[src/include/mrlr_pkg.sv]
// Package for the monitor result and limit register bank.
// Assumes one 10 MHz clock and a register port driven by the serial slave.
package mrlr_pkg;

  // Register pointer values seen on the register port
  localparam logic [7:0] ADDR_CH1_SHUNT = 8'h01;
  localparam logic [7:0] ADDR_CH1_BUS = 8'h02;
  localparam logic [7:0] ADDR_CH2_SHUNT = 8'h03;
  localparam logic [7:0] ADDR_CH2_BUS = 8'h04;
  localparam logic [7:0] ADDR_CH3_SHUNT = 8'h05;
  localparam logic [7:0] ADDR_CH3_BUS = 8'h06;
  localparam logic [7:0] ADDR_FAST_LIMIT = 8'h07;
  localparam logic [7:0] ADDR_SLOW_LIMIT = 8'h08;

  // Values after reset and for unmapped reads
  localparam logic [15:0] RESULT_RESET = 16'h0000;
  localparam logic [15:0] LIMIT_RESET = 16'h7FF8;
  localparam logic [15:0] UNMAPPED_READ = 16'h0000;

  // Field positions: sign, magnitude and the signed 13-bit value
  localparam int SIGN_BIT = 15;
  localparam int MAG_HI = 14;
  localparam int MAG_LO = 3;
  localparam int VAL_W = 13;

  // Channel codes and sizes
  localparam int NUM_CH = 3;
  localparam logic [1:0] CH1 = 2'h0;
  localparam int AVG_SEL_W = 3;
  localparam int CNT_W = 11;
  localparam int SUM_W = 23;
  localparam logic [2:0] LOW_PAD = 3'h0;

  // One conversion from the conversion engine
  typedef struct packed {
    logic valid;
    logic [1:0] channel;
    logic isBus;
    logic [15:0] data;
  } mrlr_conv_t;

  // One finished average of shunt samples
  typedef struct packed {
    logic valid;
    logic [1:0] channel;
    logic [15:0] data;
  } mrlr_avg_t;

  // One register access from the serial slave
  typedef struct packed {
    logic wrEn;
    logic rdEn;
    logic [7:0] addr;
    logic [15:0] wrData;
  } mrlr_reg_req_t;

endpackage : mrlr_pkg

[src/mrlr_shunt_averager.sv]
// Per-channel shunt averager for the monitor register bank.
// Assumes conversions arrive as one-cycle pulses, one channel at a time.
`timescale 1ns/1ns
module mrlr_shunt_averager (
  input wire logic sys_clk,
  input wire logic rstn,
  input mrlr_pkg::mrlr_conv_t conv,
  input wire logic [mrlr_pkg::AVG_SEL_W-1:0] sampleAverageCount,
  output mrlr_pkg::mrlr_avg_t avgOut
);
  import mrlr_pkg::*;

  // Sample count for each averaging code
  function automatic logic [CNT_W-1:0] avgTarget(input logic [AVG_SEL_W-1:0] sel);
    case (sel)
      3'h0: avgTarget = 11'h001;
      3'h1: avgTarget = 11'h004;
      3'h2: avgTarget = 11'h010;
      3'h3: avgTarget = 11'h040;
      3'h4: avgTarget = 11'h080;
      3'h5: avgTarget = 11'h100;
      3'h6: avgTarget = 11'h200;
      default: avgTarget = 11'h400;
    endcase
  endfunction : avgTarget

  // Division by the count is a shift because every count is a power of two
  function automatic logic [3:0] avgShift(input logic [AVG_SEL_W-1:0] sel);
    case (sel)
      3'h0: avgShift = 4'h0;
      3'h1: avgShift = 4'h2;
      3'h2: avgShift = 4'h4;
      3'h3: avgShift = 4'h6;
      3'h4: avgShift = 4'h7;
      3'h5: avgShift = 4'h8;
      3'h6: avgShift = 4'h9;
      default: avgShift = 4'hA;
    endcase
  endfunction : avgShift

  logic signed [SUM_W-1:0] accR [NUM_CH];
  logic [CNT_W-1:0] cntR [NUM_CH];
  logic [NUM_CH-1:0] hitVec;
  logic [NUM_CH-1:0] doneVec;
  logic [VAL_W-1:0] avgVal [NUM_CH];
  wire logic signed [SUM_W-1:0] sample = SUM_W'(signed'(conv.data[SIGN_BIT:MAG_LO]));
  wire logic [CNT_W-1:0] target = avgTarget(sampleAverageCount);
  wire logic [3:0] shift = avgShift(sampleAverageCount);

  // One accumulator per channel; the run ends when the selected count is met
  for (genvar ch = 0; ch < NUM_CH; ch++) begin : g_ch
    wire logic signed [SUM_W-1:0] total = accR[ch] + sample;
    wire logic signed [SUM_W-1:0] scaled = total >>> shift;
    wire logic [CNT_W-1:0] cntInc = cntR[ch] + 11'h001;
    assign hitVec[ch] = conv.valid && !conv.isBus && (conv.channel == 2'(ch));
    // A shrunk count mid-run still ends the run at that channel's next sample
    assign doneVec[ch] = cntInc >= target;
    assign avgVal[ch] = scaled[VAL_W-1:0];

    always_ff @(posedge sys_clk) begin
      if (!rstn || (hitVec[ch] && doneVec[ch])) begin
        accR[ch] <= '0;
        cntR[ch] <= '0;
      end else if (hitVec[ch]) begin
        accR[ch] <= total;
        cntR[ch] <= cntInc;
      end
    end
  end

  // Publish the finished average, left aligned with zero low bits
  always_ff @(posedge sys_clk) begin
    if (!rstn) begin
      avgOut <= '0;
    end else begin
      avgOut.valid <= |(hitVec & doneVec);
      avgOut.channel <= conv.channel;
      if (conv.channel < 2'(NUM_CH)) begin
        avgOut.data <= {avgVal[conv.channel], LOW_PAD};
      end
    end
  end

endmodule : mrlr_shunt_averager

[src/mrlr_result_limit_regs.sv]
// Result and channel-1 limit registers of the three-channel shunt/bus monitor.
// Assumes a serial slave drives the register port and a conversion engine
// delivers signed, left-aligned 13-bit conversions as one-cycle pulses.
// Notes on behaviour
// Each channel has a read-only averaged shunt result; ch2 at 03h, ch3 at 05h.
// Shunt magnitude sits in bits 14-3, 40 uV a step, 7FF8 is 163.8 mV.
// Each channel has a read-only latest bus result; ch2 at 04h, ch3 at 06h.
// Bus magnitude sits in bits 14-3, 8 mV a step, 7FF8 is 32.76 V.
// Bit 15 of every result is the sign; negatives in twos complement.
// Shunt and bus results clear to zero on reset.
// Channel-1 fast limit at 07h is checked against every single ch1 shunt conversion.
// Channel-1 slow limit at 08h is checked against the averaged ch1 shunt value.
// Limits hold a writable value in bits 15-3 and reset to 7FF8h.
// The averaged shunt updates only after the selected number of samples.
// Host writes to result registers are ignored; contents stay unchanged.
`timescale 1ns/1ns
module mrlr_result_limit_regs (
  input wire logic sys_clk,
  input wire logic rstn,
  input mrlr_pkg::mrlr_reg_req_t regReq,
  output mrlr_pkg::mrlr_avg_t regRdOut,
  input mrlr_pkg::mrlr_conv_t conv,
  input wire logic [mrlr_pkg::AVG_SEL_W-1:0] sampleAverageCount,
  output logic fastTrip,
  output logic slowTrip,
  output logic fastTripEvent,
  output logic slowTripEvent
);
  import mrlr_pkg::*;

  // Pointer decode used by both the read mux and the write path
  function automatic logic isResultAddr(input logic [7:0] addr);
    isResultAddr = (addr >= ADDR_CH1_SHUNT) && (addr <= ADDR_CH3_BUS);
  endfunction : isResultAddr

  // Result index: two registers per channel, shunt first then bus
  function automatic logic [2:0] resultIndex(input logic [7:0] addr);
    resultIndex = 3'(addr - ADDR_CH1_SHUNT);
  endfunction : resultIndex

  localparam int NUM_RES = 2 * NUM_CH;

  logic [15:0] resultR [NUM_RES];
  logic [15:0] fastLimitR;
  logic [15:0] slowLimitR;
  logic fastTripR;
  logic slowTripR;
  logic fastTripEventR;
  logic slowTripEventR;
  mrlr_avg_t rdOutR;
  mrlr_avg_t avgOut;

  // Averaging of shunt samples per channel
  mrlr_shunt_averager u_averager (
    .sys_clk(sys_clk),
    .rstn(rstn),
    .conv(conv),
    .sampleAverageCount(sampleAverageCount),
    .avgOut(avgOut)
  );

  // Write decode; result pointers are simply not writable
  wire logic wrFast = regReq.wrEn && (regReq.addr == ADDR_FAST_LIMIT);
  wire logic wrSlow = regReq.wrEn && (regReq.addr == ADDR_SLOW_LIMIT);
  wire logic wrResult = regReq.wrEn && isResultAddr(regReq.addr);
  wire logic rdTake = regReq.rdEn && !wrResult;

  // Conversion classification
  wire logic convBus = conv.valid && conv.isBus && (conv.channel < 2'(NUM_CH));
  wire logic convCh1Shunt = conv.valid && !conv.isBus && (conv.channel == CH1);
  wire logic avgCh1 = avgOut.valid && (avgOut.channel == CH1);
  wire logic avgAny = avgOut.valid && (avgOut.channel < 2'(NUM_CH));

  // Each stored result keeps the sign in bit 15 and magnitude in 14-3, low bits zero
  wire logic [15:0] busWord = {conv.data[SIGN_BIT:MAG_LO], LOW_PAD};
  wire logic [15:0] avgWord = {avgOut.data[SIGN_BIT:MAG_LO], LOW_PAD};

  // Signed comparisons on the 13-bit values in bits 15-3
  wire logic signed [VAL_W-1:0] convVal = signed'(conv.data[SIGN_BIT:MAG_LO]);
  wire logic signed [VAL_W-1:0] avgVal = signed'(avgOut.data[SIGN_BIT:MAG_LO]);
  wire logic signed [VAL_W-1:0] fastVal = signed'(fastLimitR[SIGN_BIT:MAG_LO]);
  wire logic signed [VAL_W-1:0] slowVal = signed'(slowLimitR[SIGN_BIT:MAG_LO]);
  wire logic fastOver = convVal > fastVal;
  wire logic slowOver = avgVal > slowVal;

  // Read mux
  wire logic [2:0] rdIdx = resultIndex(regReq.addr);
  wire logic [15:0] rdWord =
    isResultAddr(regReq.addr) ? resultR[rdIdx] :
    (regReq.addr == ADDR_FAST_LIMIT) ? fastLimitR :
    (regReq.addr == ADDR_SLOW_LIMIT) ? slowLimitR : UNMAPPED_READ;

  // Result registers: bus words take the latest reading, shunt words
  // take only finished averages so a partial run is never visible
  for (genvar ch = 0; ch < NUM_CH; ch++) begin : g_res
    always_ff @(posedge sys_clk) begin
      if (!rstn) begin
        resultR[2*ch] <= RESULT_RESET;
        resultR[2*ch+1] <= RESULT_RESET;
      end else begin
        if (avgAny && (avgOut.channel == 2'(ch))) begin
          resultR[2*ch] <= avgWord;
        end
        if (convBus && (conv.channel == 2'(ch))) begin
          resultR[2*ch+1] <= busWord;
        end
      end
    end
  end

  // Limit registers; reserved low bits are kept as written
  always_ff @(posedge sys_clk) begin
    if (!rstn) begin
      fastLimitR <= LIMIT_RESET;
      slowLimitR <= LIMIT_RESET;
    end else begin
      if (wrFast) begin
        fastLimitR <= regReq.wrData;
      end
      if (wrSlow) begin
        slowLimitR <= regReq.wrData;
      end
    end
  end

  // Fast trip follows every single ch1 shunt conversion, so a short spike
  // is seen even when averaging would smooth it away
  always_ff @(posedge sys_clk) begin
    if (!rstn) begin
      fastTripR <= 1'b0;
      fastTripEventR <= 1'b0;
    end else begin
      fastTripEventR <= convCh1Shunt && fastOver;
      if (convCh1Shunt) begin
        fastTripR <= fastOver;
      end
    end
  end

  // Slow trip follows only finished ch1 averages
  always_ff @(posedge sys_clk) begin
    if (!rstn) begin
      slowTripR <= 1'b0;
      slowTripEventR <= 1'b0;
    end else begin
      slowTripEventR <= avgCh1 && slowOver;
      if (avgCh1) begin
        slowTripR <= slowOver;
      end
    end
  end

  // Read data is registered; a write to a result address gives no read
  // and changes nothing, which keeps the host from corrupting readings
  always_ff @(posedge sys_clk) begin
    if (!rstn) begin
      rdOutR <= '0;
    end else begin
      rdOutR.valid <= rdTake;
      rdOutR.channel <= 2'h0;
      // A refused read leaves the held data alone as well
      if (rdTake) begin
        rdOutR.data <= rdWord;
      end
    end
  end

  assign regRdOut = rdOutR;
  assign fastTrip = fastTripR;
  assign slowTrip = slowTripR;
  assign fastTripEvent = fastTripEventR;
  assign slowTripEvent = slowTripEventR;

endmodule : mrlr_result_limit_regs

[config.mk]
export PLATFORM = sky130hd
export DESIGN_NAME = mrlr_result_limit_regs
export DESIGN_NICKNAME = d
export VERILOG_FILES = /design/src/include/mrlr_pkg.sv /design/src/mrlr_shunt_averager.sv /design/src/mrlr_result_limit_regs.sv
export SDC_FILE = /design/constraint.sdc
export NUM_CORES = 1
export LEC_CHECK = 0
export BUFFER_PORTS_ARGS = -buffer_cell sky130_fd_sc_hd__buf_2
export CAP_MARGIN = 40
export CORE_ASPECT_RATIO = 1.75
export CORE_UTILIZATION = 50
export CTS_CLUSTER_SIZE = 14
export DETAILED_ROUTE_END_ITERATION = 6
export GPL_ROUTABILITY_DRIVEN = 1
export PLACE_DENSITY = 0.69
export SETUP_SLACK_MARGIN = 0.3
export SLEW_MARGIN = 15
export SYNTH_ARGS = -nofsm -noshare
export SYNTH_HDL_FRONTEND = slang
export SYNTH_HIERARCHICAL = 1
export SYNTH_SLANG_ARGS = --single-unit
[constraint.sdc]
create_clock -name sys_clk -period 3.8 [get_ports sys_clk]
set_input_delay 0.19 -clock sys_clk [delete_from_list [all_inputs] [get_ports sys_clk]]
set_output_delay 0.19 -clock sys_clk [all_outputs]
set_load 0.1 [all_outputs]
Word-level counts from Yosys, hierarchy flattened --
Memories as Yosys holds them, arrays and structs flattened. Index checks and enable logic that the tools add are counted.
Storage, ports and cells: bits in writable memories 180, flip-flop bits (word level) 71, input port bits 51, memories 3, output and inout bits 23
Cells by class: reduce and logical (&&, ||, !) cells 34, add/subtract/negate cells 7, multiplexer cells 54, shifts and indexed selects 3, order comparisons 10, bitwise operators 14, eq/ne operators 12
Memory list:
- resultR | words 6, width 13, rd ports 1, clocked after memory_dff 0, wr ports 6, RTL line mrlr_result_limit_regs.sv:43 | logic [15:0] resultR [NUM_RES];
- u_averager.accR | words 3, width 23, rd ports 3, clocked after memory_dff 0, wr ports 3, RTL line mrlr_shunt_averager.sv:41 | logic signed [SUM_W-1:0] accR [NUM_CH];
- u_averager.cntR | words 3, width 11, rd ports 3, clocked after memory_dff 0, wr ports 3, RTL line mrlr_shunt_averager.sv:42 | logic [CNT_W-1:0] cntR [NUM_CH];
Operator list (number):
- 2-to-1 mux 13 bit | 8
- one-hot mux 11 bit (7 select lines) | 1
- adder 23 x 13 -> 23 bit | 3
- 2-to-1 mux 23 bit | 3
- >>> shifter 23 x 4 -> 13 bit | 3
- 2-to-1 mux 16 bit | 3
- 2-to-1 mux 1 bit | 34
- adder 11 x 1 -> 11 bit, second input constant | 3
- greater-or-equal comparator 11 bit | 3
- 2-to-1 mux 11 bit | 3
- one-hot mux 4 bit (7 select lines) | 1
- binary-select mux 13 bit (select 2 bit) | 1
- greater-than comparator 13 bit | 2
- logical AND 1 bit | 24
- bitwise OR 1 bit | 12
- == test 3 bit, second input constant | 3
- == test 8 x 3 -> 1 bit, second input constant | 1
- == test 8 x 4 -> 1 bit, second input constant | 1
- greater-or-equal comparator 8 x 1 -> 1 bit, second input constant | 1
- <= comparator 8 x 3 -> 1 bit, second input constant | 1
- == test 3 x 2 -> 1 bit, second input constant | 2
- == test 2 x 1 -> 1 bit, second input constant | 2
- == test 2 bit, second input constant | 2
- zero test 2 bit | 2
- other kinds (10) | 15

Depth between registers and ports, before layout --
Gate-level depths: netlist (run 1).
depth after elaboration 8, depth in mapped cells 17, depth with buffers taken out 13

Cells and area by module --
Netlist (run 1), hierarchy kept.
By module, submodules not included:
- mrlr_shunt_averager | instances 1, seq. area each 3383.2 sq um, area each 12208.0 sq um, cells an instance 1499
- mrlr_result_limit_regs | instances 1, seq. area each 3403.3 sq um, area each 6468.7 sq um, cells an instance 573

Worst setup path after synthesis (run 1) --
Ideal clock, no wire load.
kind input to register, start point input port conv[18] (netlist name), end point memory u_averager.accR[0][0] (enable), data required time 3.327 ns, path buffers 1, stages on the path 4, slack 0.167 ns, data arrival time 3.161 ns, setup time 0.473 ns, path through clkbuf_1 clkinv_1 nand2_1 o21ai_0
RTL lines:
- start, declared | RTL line mrlr_result_limit_regs.sv:22 | input mrlr_pkg::mrlr_conv_t conv,
- end, declared | RTL line mrlr_shunt_averager.sv:41

==> results.json, run 1 <==
{
  "critical_path_depth": 10,
  "slowest_delay_ps": 570,
  "grt_pass1_vias": 17872,
  "switching_power_mw": 2.728,
  "status": "finished clean",
  "min_path_cells": 3,
  "dp_hpwl_um": 52630,
  "dp_cells": 2636,
  "peakVddDrop_uv": 276.9,
  "ys.warnings.count": 6,
  "floorplan.initialDensity_pct": 50.72,
  "wl_um": 70770,
  "viasPerCell": 6.583,
  "hold_class": "input pin to flop",
  "grt_overflow_total": 0,
  "cp_common_cell": "a21oi_1",
  "antenna_found_initial": 2,
  "crit_family": "compound AO/OA/AOI/OAI gates",
  "power_mw": 7.996,
  "grt_pass1_wl_um": 105500,
  "crit_path_cell_trace": "ha_1, a21oi_1, o211ai_1, a21oi_1, nand2_1, xor2_1, o21ai_0, mux2i_1, mux4_2, o211a_1",
  "worstPathMaxFanout": 5,
  "grt_max_degree": 51,
  "min_period_ps": 3465,
  "clk_pin_slew_worst_paths_ps": 70,
  "rsz0062_at_grt": "yes",
  "drtPass1Iterations": 7,
  "fillCellCount": 3265,
  "internal_power_mw": 5.268,
  "slowest_stage": "mux2i_1",
  "rows": 93,
  "end_kind": "flop",
  "relSlewSlack_pct": 27.18,
  "core_area_um2": 36770,
  "syn_to_final_growth_pct": 14.97,
  "die_w_um": 148.0,
  "worstPathRequired_ps": 4320,
  "syn_area_um2": 18650,
  "ant_nets": 0,
  "final.setup.tns_ps": 0,
  "combPwrFrac_pct": 28.3,
  "die_h_um": 257.5,
  "crit_buf_inv": 0,
  "routabilityCongestion": 1.052,
  "dr.first_iter.drc_count": 1448,
  "drc": 0,
  "seq_power_share_pct": 39.1,
  "fin_worst_skew_ps": 23.79,
  "crit_type": "flop to flop",
  "cts_buffer_depth": 3,
  "cts_buffers": 26,
  "finish.net_count": 2391,
  "post_drt_wl_per_cell_um": 26.12,
  "io_pins": 74,
  "setup_viol": 0,
  "synthCells": 2068,
  "num_vias": 17834,
  "postSynthAreaPerCell_um2": 9.019,
  "max_freq_ghz": 0.2886,
  "cp.arrival_ps": 3980,
  "clock_power_share_pct": 32.6,
  "finalCritPeriodShare_pct": 91.18,
  "clock-sinks": 249,
  "die-area_um2": 38110,
  "start_kind": "flop",
  "drive_gt1_share_pct": 15.27,
  "rrSetupSlack_ps": 340,
  "swShare_pct": 34.12,
  "drv_slew": 0,
  "r2r_cells": 10,
  "clkLatencyLatePin_ps": 580,
  "cts_root_buf": "clkbuf_16",
  "power_density_nw_per_um2": 372.9,
  "hold_viol": 0,
  "tritoncts": "built",
  "port-buffer-count": 68,
  "grtUsageTotal_pct": 37.19,
  "maxCapViolations": 0,
  "leakagePower_nw": 8.586,
  "htreeDepth": 1,
  "worst_pin_slew_ps": 1092,
  "final_cells": 2709
}
## area by class of cell
cell class	instances	area (um2)	share of cell area (%)
Antenna cell	1	2.502	0.01167
Clock buffer	36	729.5	3.402
Clock inverter	12	101.3	0.4727
Inverter	74	277.8	1.295
Multi-Input combinational cell	1635	11280	52.62
Sequential cell	249	6787	31.65
Tap cell	475	594.3	2.772
Timing Repair Buffer	227	1667	7.773
## layout by cell type (no fill, tap or decap), types with 53 or more instances in the layout
master / n
nand3_1: 53
o21ai_0: 104
and2_1: 91
nor2b_1: 57
inv_1: 71
nand2_1: 206
buf_2: 68
buf_4: 133
nor3_1: 57
edfxtp_1: 180
a21oi_1: 136
ha_1: 123
dfxtp_1: 69
nor2_1: 161
## layer usage
metal / up-vias / global-route usage (%) / part of all wire, % / wire length (um)
li1: 8086 / - / - / -
met5: - / 0 / 0.033 / 23
met4: 2 / 36.94 / 12 / 8609
met1: 8434 / 36.00 / 32 / 22880
met3: 389 / 7.092 / 6.8 / 4818
met2: 923 / 64.49 / 49 / 34430
## final timing paths
kind                               end                  start
setup / recovery  u_averager/avgOut[5]  u_averager/accR[0][1]
hold / removal           fastLimitR[5]             regReq[19]
setup reg to reg  u_averager/avgOut[5]  u_averager/accR[0][1]
hold reg to reg          fastLimitR[1]          fastLimitR[1]
## flip-flops by register name, indices dropped and copies added, names as in the netlist
signal             count
resultR               78
fastLimitR            16
regRdOut              17
slowLimitR            16
u_averager/cntR       33
u_averager/avgOut     16
fastTrip               1
u_averager/accR       69
fastTripEvent          1
slowTripEvent          1
slowTrip               1
## through the flow
step	setup slack, ps	cell area [um2]	hold slack (ps)	util (%)
floorplan	556.5	18650	290.8	-
global placement	151.4	20210	413.8	54.95
detailed placement	149.0	20240	420.8	55.03
CTS	263.2	21270	81.87	57.84
global route	227.6	21440	106.6	58.31
finish	335.1	21440	91.80	58.31
## tightest hold or removal path, stage by stage
cell      delay, ps
buf_2           170
nor3_4          110
o211ai_1        150
## power by group through the flow
stage / Sequential [mW] / Clock (mW) / Combinational (mW)
6_report: 3.13 / 2.61 / 2.26
4_1_cts: 3.12 / 2.64 / 2.16
3_5_place_dp: 3.18 / 0 / 2.12
2_1_floorplan: 3.15 / 0 / 1.29
3_3_place_gp: 3.18 / 0 / 2.10
5_1_grt: 3.13 / 2.73 / 2.39
## repair_timing
action / CTS / global route
setup endpoints to repair: 7 / 12
resized for setup: 4 / 28
buffers inserted: 0 / 4
hold buffers: 17 / 0
endpoints found under the hold margin: 34 / 0
pin swaps: 2 / 13
No activity file was read; power rests on OpenSTA's default activity.
==> run 2: changes to the inputs <==
--- a/config.mk
+++ b/config.mk
@@ -12,7 +12,7 @@
 export CTS_CLUSTER_SIZE = 14
 export DETAILED_ROUTE_END_ITERATION = 6
 export GPL_ROUTABILITY_DRIVEN = 1
-export PLACE_DENSITY = 0.69
+export PLACE_DENSITY_LB_ADDON = 0.15
 export SETUP_SLACK_MARGIN = 0.3
 export SLEW_MARGIN = 15
 export SYNTH_ARGS = -nofsm -noshare
==> run 2 against run 1 <==
Net effect: combinational power is essentially flat; clock-buffer cell count shrank 3; wire length shrank 1.4%; clock skew shrank 9.1 ps.
==> results.json, run 2 (synthesis results as in run 1) <==
{
  "status": "finished clean",
  "worst_pin_slew_ps": 1054,
  "rsz0062_at_grt": "yes",
  "setup_viol": 0,
  "clock_power_share_pct": 32.5,
  "drive_gt1_share_pct": 15.22,
  "grt_overflow_total": 0,
  "largest_reg_flops": 78,
  "seq_area_um2": 6787,
  "maxCapViolations": 0,
  "combPwrFrac_pct": 28.1,
  "slowest_delay_ps": 370,
  "final_common_cell": "nand2_1",
  "cts_buffers": 27,
  "hold_class": "input pin to flop",
  "cp_common_cell": "buf_4",
  "clock-sinks": 249,
  "grtUsageTotal_pct": 36.90,
  "core_area_um2": 36770,
  "min_period_ps": 3417,
  "drv_slew": 0,
  "finish.net_count": 2385,
  "crit_type": "flop to flop",
  "slowest_stage": "edfxtp_1",
  "tritoncts": "built",
  "dr.first_iter.drc_count": 1438,
  "die_w_um": 148.0,
  "drc": 0,
  "place_area_um2": 20200,
  "leakagePower_nw": 8.528,
  "max_freq_ghz": 0.2926,
  "worstPathRequired_ps": 4260,
  "syn_to_final_growth_pct": 14.64,
  "wl_um": 69770,
  "rows": 93,
  "seq_power_share_pct": 39.4,
  "hold_viol": 0,
  "floorplan.initialDensity_pct": 50.72,
  "clk_pin_slew_worst_paths_ps": 70,
  "die_h_um": 257.5,
  "die-area_um2": 38110,
  "grt_pass1_vias": 17828,
  "relSlewSlack_pct": 29.71,
  "dp_cells": 2633,
  "switching_power_mw": 2.713,
  "clkLatencyLatePin_ps": 590,
  "peakVddDrop_uv": 344.6,
  "routabilityCongestion": 1.032,
  "fin_worst_skew_ps": 14.67,
  "final.setup.tns_ps": 0,
  "internal_power_mw": 5.217,
  "worstPathMaxFanout": 6,
  "regMostFlops": "resultR",
  "port-buffer-count": 68,
  "final_cells": 2703,
  "grt_pass1_wl_um": 105000,
  "end_kind": "flop",
  "finalCritPeriodShare_pct": 89.93,
  "antenna_found_initial": 0,
  "top_regs": "resultR x78, u_averager/accR x69, u_averager/cntR x33",
  "viasPerCell": 6.528,
  "drtPass1Iterations": 6,
  "diodes": 0,
  "power_density_nw_per_um2": 370.9,
  "post_drt_wl_per_cell_um": 25.81,
  "final_cell_area_um2": 21380,
  "htreeDepth": 1,
  "cp.arrival_ps": 3870,
  "swShare_pct": 34.21,
  "cts_buffer_depth": 3,
  "io_pins": 74,
  "layout_common_cells": "nand2_1 (206), edfxtp_1 (180), nor2_1 (161)",
  "num_vias": 17644,
  "dp_hpwl_um": 52690,
  "grt_max_degree": 48,
  "crit_path_cell_trace": "ha_1, fa_2, a21o_1, a221oi_4, buf_6, o21ai_0, o311ai_1, buf_4, o22ai_1, o21a_1, a2111oi_2, buf_4, o221ai_1",
  "ant_nets": 0,
  "start_kind": "flop",
  "multiInputGateArea_um2": 11300,
  "fillCellCount": 3303,
  "cts_root_buf": "clkbuf_16"
}
==> run 2: worst max-delay path, delay by kind of cell, from the launching register on <==
kind / cells / cell delay (ps)
AO/OA/AOI/OAI: 8 / 1770
flip-flops: 1 / 370
buffers and inverters: 3 / 570
adder cells (fa/ha/maj): 2 / 580
==> run 2: timing repair <==
| item | in CTS | in global routing |
|---|---|---|
| setup endpoints to repair | 4 | 13 |
| endpoints found under the hold margin | 34 | 0 |
| gates cloned | 0 | 0 |
| resized for setup | 3 | 32 |
| pin swaps | 0 | 10 |
| hold buffers | 17 | 0 |
| buffers inserted | 0 | 3 |
==> run 2: power groups by stage <==
stage / Sequential (mW) / Clock, mW / Combinational, mW
after floorplan: 3.15 / 0 / 1.29
after global placement: 3.18 / 0 / 2.09
after detailed placement: 3.18 / 0 / 2.11
after CTS: 3.12 / 2.61 / 2.14
after global routing: 3.13 / 2.71 / 2.37
final: 3.12 / 2.58 / 2.23
==> run 2: metrics by stage <==
stage	utilization, %	setup slack, ps	power (mW)	hold WS, ps
floorplan	-	556.5	4.446	290.8
global placement	54.84	84.61	5.270	423.8
detailed placement	54.93	78.97	5.295	428.4
CTS	57.70	252.0	7.874	36.23
global route	58.15	257.7	8.216	55.43
finish	58.15	382.8	7.930	52.99
==> run 2: routing by layer <==
metal | global-route usage [%] | part of all wire, %
met5 | 0 | 0
met2 | 65.52 | 50
met1 | 37.02 | 34
met3 | 5.160 | 5.8
met4 | 33.08 | 11
==> run 2: final cells by class <==
| type | count | share of cell area [%] |
|---|---|---|
| sequential | 249 | 31.74 |
| timing repair buffer | 220 | 7.438 |
| tap | 475 | 2.780 |
| multi-input combinational | 1635 | 52.84 |
| clock inverter | 17 | 0.4799 |
| inverter | 74 | 1.299 |
| clock buffer | 33 | 3.418 |
==> run 2: path summary, 6_finish.rpt <==
kind / from / end / slack (ps) / depth (start not counted)
max: u_averager/accR[2][0] / u_averager/avgOut[14] / 380 / 13
min: regReq[19] / fastLimitR[6] / 50 / 3
max reg2reg: u_averager/accR[2][0] / u_averager/avgOut[14] / 380 / 13
min reg2reg: slowLimitR[0] / slowLimitR[0] / 470 / 2
